`src/logic/ipw_params.svh`:
```
// constants of the interrupt priority and wake-up map
// included by the package and the map module
`ifndef IPW_PARAMS_SVH
`define IPW_PARAMS_SVH
`define IPW_NUM_IRQ 89
`define IPW_NUM_EXC 105
`define IPW_EXC_NMI 7'h02
`define IPW_EXC_HARD 7'h03
`define IPW_EXC_MEM 7'h04
`define IPW_EXC_BUS 7'h05
`define IPW_EXC_USAGE 7'h06
`define IPW_EXC_SVC 7'h0b
`define IPW_EXC_DEBUG 7'h0c
`define IPW_EXC_PENDSVC 7'h0e
`define IPW_EXC_TICK 7'h0f
`define IPW_EXC_IRQ0 7'h10
`define IPW_EXC_LAST 7'h68
`define IPW_KEY_HARD 4'h2
`define IPW_KEY_PROG_BASE 4'h3
`define IPW_KEY_NONE 4'hf
`define IPW_PRIO_RST 3'h0
`define IPW_MODE_ACTIVE 2'h0
`define IPW_MODE_CORE_SLEEP 2'h1
`define IPW_MODE_SYS_SLEEP 2'h2
`define IPW_MODE_HIBERNATE 2'h3
`define IPW_PERIPH_REGION 3'h2
`define IPW_DEEP_WAKE_MASK 89'h0fff
`define IPW_CORE_WAKE_MASK 89'h1_ffff_ffff_ffff_ffff_ff
`endif

```
`src/logic/ipw_pkg.sv`:
```
// types of the interrupt priority and wake-up map
// assumes ipw_params.svh is on the include path
`include "ipw_params.svh"
package ipw_pkg;
  typedef logic [2:0] ipw_prio_t;
  typedef logic [3:0] ipw_key_t;
  typedef logic [6:0] ipw_exc_t;
  typedef logic [1:0] ipw_mode_t;
  typedef logic [`IPW_NUM_IRQ-1:0] ipw_lines_t;
endpackage

```
`src/logic/ipw_map.sv`:
```
// exception ranking, priority store and low-power wake decision
// assumes all sources are synchronous to clk; core acks the winner
`timescale 1ns/1ns
`include "ipw_params.svh"

// How it works
// - exception 2 has no source and is never raised
// - a fault with its handler disabled escalates to hard fault, number 3
// - programmable level 0 ranks below reset, nmi and hard fault
// - bus faults raise exception 5
// - undefined instruction or invalid state raises exception 6
// - misaligned word access to peripherals is rejected as usage fault
// - supervisor call raises 11, pended service request raises 14
// - lines 0 to 72 wake from core sleep; gpio lines 87 and 88 do not
// - only lines 0 to 11 wake from system sleep or hibernate
// - any wake returns the mode to active
// - inside a handler only more urgent lines may wake
// - each priority is three bits, eight levels
// - all priorities read level 0 after reset
// - equal priority goes to the lower number
// - lines 41 to 63 are dma channel done, line 40 dma error
// - timer lines 12 to 16 wake from core sleep only
// - mode field 00 active, 01 core, 10 system, 11 hibernate
module ipw_map (
  input wire logic clk,
  input wire logic sys_rst,
  input wire logic wake_timer_irq,
  input wire logic [9:0] ext_irq,
  input wire logic watchdog_irq,
  input wire logic [4:0] general_timer_irq,
  input wire logic [22:0] periph_irq,
  input wire logic dma_error_irq,
  input wire logic [22:0] dma_done_irq,
  input wire logic [8:0] analog_irq,
  input wire logic [1:0] gpio_irq,
  input wire ipw_pkg::ipw_lines_t irq_enable,
  input wire logic mem_fault_evt,
  input wire logic bus_fault_evt,
  input wire logic undef_instr_evt,
  input wire logic invalid_state_evt,
  input wire logic svc_instr_evt,
  input wire logic debug_evt,
  input wire logic pend_service_set,
  input wire logic tick_evt,
  input wire logic mem_fault_en,
  input wire logic bus_fault_en,
  input wire logic usage_fault_en,
  input wire logic acc_valid,
  input wire logic [31:0] acc_addr,
  input wire logic acc_word,
  output logic acc_reject,
  input wire logic handler_active,
  input wire ipw_pkg::ipw_prio_t active_prio,
  input wire logic prio_wr,
  input wire ipw_pkg::ipw_exc_t prio_idx,
  input wire ipw_pkg::ipw_prio_t prio_wdata,
  output ipw_pkg::ipw_prio_t prio_rdata,
  input wire logic mode_wr,
  input wire ipw_pkg::ipw_mode_t mode_wdata,
  output ipw_pkg::ipw_mode_t power_mode_field,
  output logic wake_req,
  output logic exc_valid,
  output ipw_pkg::ipw_exc_t exc_num,
  output ipw_pkg::ipw_key_t exc_rank,
  input wire logic exc_ack
);

  function automatic logic is_prog(input ipw_pkg::ipw_exc_t n);
    is_prog = (n >= `IPW_EXC_MEM && n <= `IPW_EXC_USAGE) ||
      (n >= `IPW_EXC_SVC && n <= `IPW_EXC_DEBUG) || n == `IPW_EXC_PENDSVC ||
      (n >= `IPW_EXC_TICK && n <= `IPW_EXC_LAST);
  endfunction

  // lower value is more urgent; fixed ones sit ahead of level 0
  function automatic ipw_pkg::ipw_key_t key_of(input ipw_pkg::ipw_exc_t n,
                                               input ipw_pkg::ipw_prio_t p);
    if (n == `IPW_EXC_HARD) begin
      key_of = `IPW_KEY_HARD;
    end else begin
      key_of = `IPW_KEY_PROG_BASE + {1'b0, p};
    end
  endfunction

  function automatic logic prio_ok(input logic act, input ipw_pkg::ipw_prio_t a,
                                   input ipw_pkg::ipw_prio_t p);
    prio_ok = !act || (p < a);
  endfunction

  ipw_pkg::ipw_lines_t line;
  ipw_pkg::ipw_lines_t qual;
  ipw_pkg::ipw_prio_t prio [0:`IPW_NUM_EXC-1];
  ipw_pkg::ipw_prio_t next_prio [0:`IPW_NUM_EXC-1];
  ipw_pkg::ipw_prio_t next_prio_rdata;
  logic [15:0] pend;
  logic [15:0] next_pend;
  ipw_pkg::ipw_mode_t next_mode;
  logic next_exc_valid;
  ipw_pkg::ipw_exc_t next_exc_num;
  ipw_pkg::ipw_key_t next_exc_rank;
  logic usage_evt;
  logic set_hard;
  logic wake_core;
  logic wake_deep;

  // reserved lines 73..86 have no source
  assign line = {gpio_irq, 14'h0, analog_irq, dma_done_irq, dma_error_irq,
                 periph_irq, general_timer_irq, watchdog_irq, ext_irq, wake_timer_irq};

  assign acc_reject = acc_valid && acc_word &&
    acc_addr[31:29] == `IPW_PERIPH_REGION && acc_addr[1:0] != 2'h0;
  assign usage_evt = undef_instr_evt || invalid_state_evt || acc_reject;
  assign set_hard = (mem_fault_evt && !mem_fault_en) ||
    (bus_fault_evt && !bus_fault_en) || (usage_evt && !usage_fault_en);

  genvar gi;
  generate
    for (gi = 0; gi < `IPW_NUM_IRQ; gi++) begin : g_qual
      assign qual[gi] = line[gi] && irq_enable[gi] &&
        prio_ok(handler_active, active_prio, prio[gi + 16]);
    end
  endgenerate

  // no clock in the path: mode register is retained, lines are levels
  assign wake_core = |(qual & `IPW_CORE_WAKE_MASK);
  assign wake_deep = |(qual & `IPW_DEEP_WAKE_MASK);
  assign wake_req = (power_mode_field == `IPW_MODE_CORE_SLEEP && wake_core) ||
    (power_mode_field[1] && wake_deep);

  always_comb begin
    for (int i = 0; i < `IPW_NUM_EXC; i++) begin
      next_prio[i] = prio[i];
    end
    if (prio_wr && is_prog(prio_idx)) begin
      next_prio[prio_idx] = prio_wdata;
    end
    next_prio_rdata = is_prog(prio_idx) ? prio[prio_idx] : `IPW_PRIO_RST;
  end

  always_ff @(posedge clk) begin
    for (int i = 0; i < `IPW_NUM_EXC; i++) begin
      prio[i] <= sys_rst ? `IPW_PRIO_RST : next_prio[i];
    end
    prio_rdata <= sys_rst ? `IPW_PRIO_RST : next_prio_rdata;
  end

  // set wins over an ack of the same exception
  always_comb begin
    next_pend = pend;
    if (exc_ack && exc_valid && exc_num < `IPW_EXC_IRQ0) begin
      next_pend[exc_num[3:0]] = 1'b0;
    end
    next_pend[3] = next_pend[3] | set_hard;
    next_pend[4] = next_pend[4] | (mem_fault_evt && mem_fault_en);
    next_pend[5] = next_pend[5] | (bus_fault_evt && bus_fault_en);
    next_pend[6] = next_pend[6] | (usage_evt && usage_fault_en);
    next_pend[11] = next_pend[11] | svc_instr_evt;
    next_pend[12] = next_pend[12] | debug_evt;
    next_pend[14] = next_pend[14] | pend_service_set;
    next_pend[15] = next_pend[15] | tick_evt;
    next_pend[2] = 1'b0;
    next_pend[1:0] = 2'h0;
    next_pend[10:7] = 4'h0;
    next_pend[13] = 1'b0;
  end

  // ascending scan with strict compare keeps the lower number on ties
  always_comb begin
    next_exc_valid = 1'b0;
    next_exc_num = 7'h00;
    next_exc_rank = `IPW_KEY_NONE;
    for (int i = 3; i < 16; i++) begin
      if (pend[i] && key_of(7'(i), prio[i]) < next_exc_rank) begin
        next_exc_valid = 1'b1;
        next_exc_num = 7'(i);
        next_exc_rank = key_of(7'(i), prio[i]);
      end
    end
    for (int n = 0; n < `IPW_NUM_IRQ; n++) begin
      if (line[n] && irq_enable[n] &&
          key_of(7'(n + 16), prio[n + 16]) < next_exc_rank) begin
        next_exc_valid = 1'b1;
        next_exc_num = 7'(n + 16);
        next_exc_rank = key_of(7'(n + 16), prio[n + 16]);
      end
    end
  end

  always_comb begin
    next_mode = power_mode_field;
    if (power_mode_field != `IPW_MODE_ACTIVE && wake_req) begin
      next_mode = `IPW_MODE_ACTIVE;
    end else if (mode_wr) begin
      next_mode = mode_wdata;
    end
  end

  always_ff @(posedge clk) begin
    if (sys_rst) begin
      pend <= 16'h0000;
      power_mode_field <= `IPW_MODE_ACTIVE;
      exc_valid <= 1'b0;
      exc_num <= 7'h00;
      exc_rank <= `IPW_KEY_NONE;
    end else begin
      pend <= next_pend;
      power_mode_field <= next_mode;
      exc_valid <= next_exc_valid;
      exc_num <= next_exc_num;
      exc_rank <= next_exc_rank;
    end
  end
endmodule

```
`config.mk`:
```
export PLATFORM = sky130hd
export DESIGN_NAME = ipw_map
export DESIGN_NICKNAME = d
export VERILOG_FILES = /design/src/logic/ipw_pkg.sv /design/src/logic/ipw_map.sv
export VERILOG_INCLUDE_DIRS = /design/src /design/src/logic
export SDC_FILE = /design/constraint.sdc
export NUM_CORES = 2
export LEC_CHECK = 0
export ABC_AREA = 1
export BUFFER_PORTS_ARGS = -buffer_cell sky130_fd_sc_hd__buf_2
export CORE_ASPECT_RATIO = 1.25
export CORE_UTILIZATION = 50
export DETAILED_ROUTE_END_ITERATION = 10
export GPL_TIMING_DRIVEN = 1
export HOLD_SLACK_MARGIN = 0.05
export PLACE_DENSITY = 0.77
export SLEW_MARGIN = 20
export SYNTH_ARGS = -nofsm -noshare
export SYNTH_HDL_FRONTEND = slang
export SYNTH_SLANG_ARGS = --single-unit
```
`constraint.sdc`:
```
create_clock -name clk -period 156.1 [get_ports clk]
set_input_delay 7.805 -clock clk [delete_from_list [all_inputs] [get_ports clk]]
set_output_delay 7.805 -clock clk [all_outputs]
set_load 0.02 [all_outputs]
```
==> results.cfg <==
[floorplan]
placement_rows = 109
die-width_um = 241.8
die-height_um = 301.7
fp.coreArea_mm2 = 0.07092
initial_utilization_pct = 50.67
dieArea_mm2 = 0.07295
i_o_pin_total = 249

[grt]
gr-total-overflow = 0
grt_first_pass_wirelength_um = 188100
grt_antenna_before_repair = 3
largest_net_degree_at_the_start_of_global_routing = 113
grt.total_usage_pct = 31.88
first_global_vias = 36320

[placement]
final_replace_weighted_congestion = 0.9870
io_buffer_count = 207
dp.cells = 6916
dp_hpwl_um = 90300
postPlaceCellArea_mm2 = 0.03790

[synth]
ys_types = 62
synth_warnings = 0
synth_edf_count = 0
synth_flop_cell = sky130_fd_sc_hd__dfxtp_1
synth_seq_area_share_pct = 18.94
synthCells = 5864
post_synth_instance_area_mm2 = 0.03593
synthesis.nets = 6409
share_of_flip_flops_with_an_asynchronous_set_or_reset_pct = 0
ys_seq_elements = 340
avgSynthCellArea_um2 = 6.128

[layout]
num-fill-cells = 7284
layout.cells.most_common_list = 1232 x sky130_fd_sc_hd__nand2_1, 844 x sky130_fd_sc_hd__nand3_1, 743 x sky130_fd_sc_hd__inv_1
mostFrequentLayoutCell = sky130_fd_sc_hd__nand2_1
post_layout_nonfiller_instances = 6983
final_cell_area_mm2 = 0.03911
drive_gt1_share_pct = 14.78
final_net_count = 6557
flow.area_growth_from_synthesis_pct = 8.844

[clock_tree]
ctsHoldBuffers = 0
clock_sink_count = 340
post_cts.repair.setup_buffers = 0
clk_tree_root_cell = sky130_fd_sc_hd__clkbuf_16
cts_inserted_buffers = 37
cts_max_path_buffers = 3
clk-insertion-delay-late_ps = 570
tritoncts_clock_tree = yes
cts_max_level = 2
clkSlewWorstSetupHoldPaths_ps = 60
cts_resized = 0

[critical_path]
criticalPathCategory = flip-flop to flip-flop
critical_path.max_fanout = 14
worst_path_dominant_cell_family = compound AO/OA/AOI/OAI gates
end_kind = flip-flop
crit_top_cell = sky130_fd_sc_hd__o21ai_0
critical_path_required_time_ps = 156540
crit_path_start_kind = flip-flop
crit_path_max_incr_delay_ps = 760
timing.critical_path.arrival_ps = 82190
ff2ff_setup_slack_ps = 74360
worst-path-buf-inv = 151
crit_path_top_delay_cell = sky130_fd_sc_hd__a211oi_1

[timing]
holdWs_ps = 417.6
max_freq_ghz = 0.01223
final-hold-violation-count = 0
unrepaired_setup_endpoints_after_global_routing = no
final_max_slew_viol_count = 0
worst_pin_slew_ps = 1175
report.final.setup_viol = 0
worst_slew_margin_rel_pct = 21.64
post-route-min-period_ps = 81740
worst_clock_skew_on_the_final_layout_ps = 33.07
fin_setup_tns_ps = 0
post-route-period-util_pct = 52.37

[detailed_routing]
routedWlPerCell_um = 17.25
initialDrtViolationCount = 3269
number_of_vias_per_cell_after_detailed_routing = 5.681
dr.pass1.iters = 6
final_routed_drc_violation_total = 0
vias = 39670
routed_wl_um = 120400
antenna_violating_nets_post_route = 0

[flow_run]
cap_viol_max_count = 0

[power]
power_density_relative_to_cell_area_mw_per_mm2 = 12.04
leakage_nw = 19.46
max-vdd-ir-drop_mv = 0.007861

[outcome]
result_of_the_run = finished, final reports clean

[min_path]
hold_path.class = flip-flop to flip-flop
==> power by group <==
part           total [mW]  switching (mW)  internal (mW)
logic               0.290           0.198         0.0920
clock network      0.0906          0.0395         0.0511
registers          0.0900         0.00162         0.0884
total               0.471           0.239          0.231
==> layer usage <==
layer | vias up | routed length (µm) | track usage, % | part of all wire, %
met1 | 17800 | 47420 | 37.17 | 39
li1 | 19870 | - | - | -
met4 | 2 | 8737 | 20.93 | 7.3
met2 | 1537 | 55090 | 54.56 | 46
met5 | - | 13 | 0 | 0.011
met3 | 466 | 9166 | 4.717 | 7.6
==> worst min-delay path: stages (launching register included) <==
cell	delay, ps
sky130_fd_sc_hd__dfxtp_1	310
sky130_fd_sc_hd__inv_1	40
sky130_fd_sc_hd__nor2_1	30
==> cell usage after synthesis (all sizes together), types with 17 or more instances <==
| cell type | instances | area share (%) |
|---|---|---|
| xor2 | 79 | 1.9 |
| nand3 | 847 | 12 |
| buf | 20 | 0.37 |
| a221oi | 21 | 0.51 |
| nor2 | 274 | 3.4 |
| nand4 | 29 | 0.50 |
| dfxtp | 340 | 19 |
| a21oi | 620 | 8.7 |
| a21boi | 17 | 0.36 |
| o22ai | 46 | 0.80 |
| clkbuf | 118 | 1.3 |
| inv | 856 | 9.0 |
| o21ai | 562 | 7.8 |
| o221ai | 20 | 0.49 |
| nand2 | 1603 | 21 |
| ha | 315 | 11 |
==> through the flow <==
stage               worst slack (ps)  power [mW]  utilization, %
floorplan                      85510      0.3221               -
global placement               75600      0.3724           53.44
detailed placement             74780      0.3778           53.45
CTS                            74380      0.4677           55.14
global route                   66190      0.5130           55.15
finish                         74360      0.4709           55.15
==> flip-flops by register name, indices dropped and copies added (netlist names) <==
name              flops
exc_num               7
exc_valid             1
power_mode_field      2
exc_rank              4
pend                  8
prio                315
prio_rdata            3
==> logic make-up after synthesis <==
kind of cell	share of synthesized area, %
fa+ha+maj	10.97
xor+xnor	2.026
compound gates	19.60
mux	0.02786
simple gates	37.61
flops	18.94
buf+inv	10.83
==> area by class of cell <==
cell class	count	area (µm²)	share of cell area, %
multi-input combinational	4523	25280	64.63
clock inverter	13	182.7	0.4671
inverter	863	3303	8.445
clock buffer	51	1018	2.604
sequential	340	6807	17.40
tap	943	1180	3.017
antenna	3	7.507	0.01919
timing repair buffer	247	1336	3.417
==> path summary, 6_finish.rpt <==
path	startpoint	end	cells past startpoint
worst max-delay path	prio[4][0]	exc_num[3]	496
worst max register to register	prio[4][0]	exc_num[3]	496
worst min-delay path	prio[3][2]	prio[3][2]	2
worst min register to register	prio[3][2]	prio[3][2]	2
No activity file was read; power rests on OpenSTA's default activity.
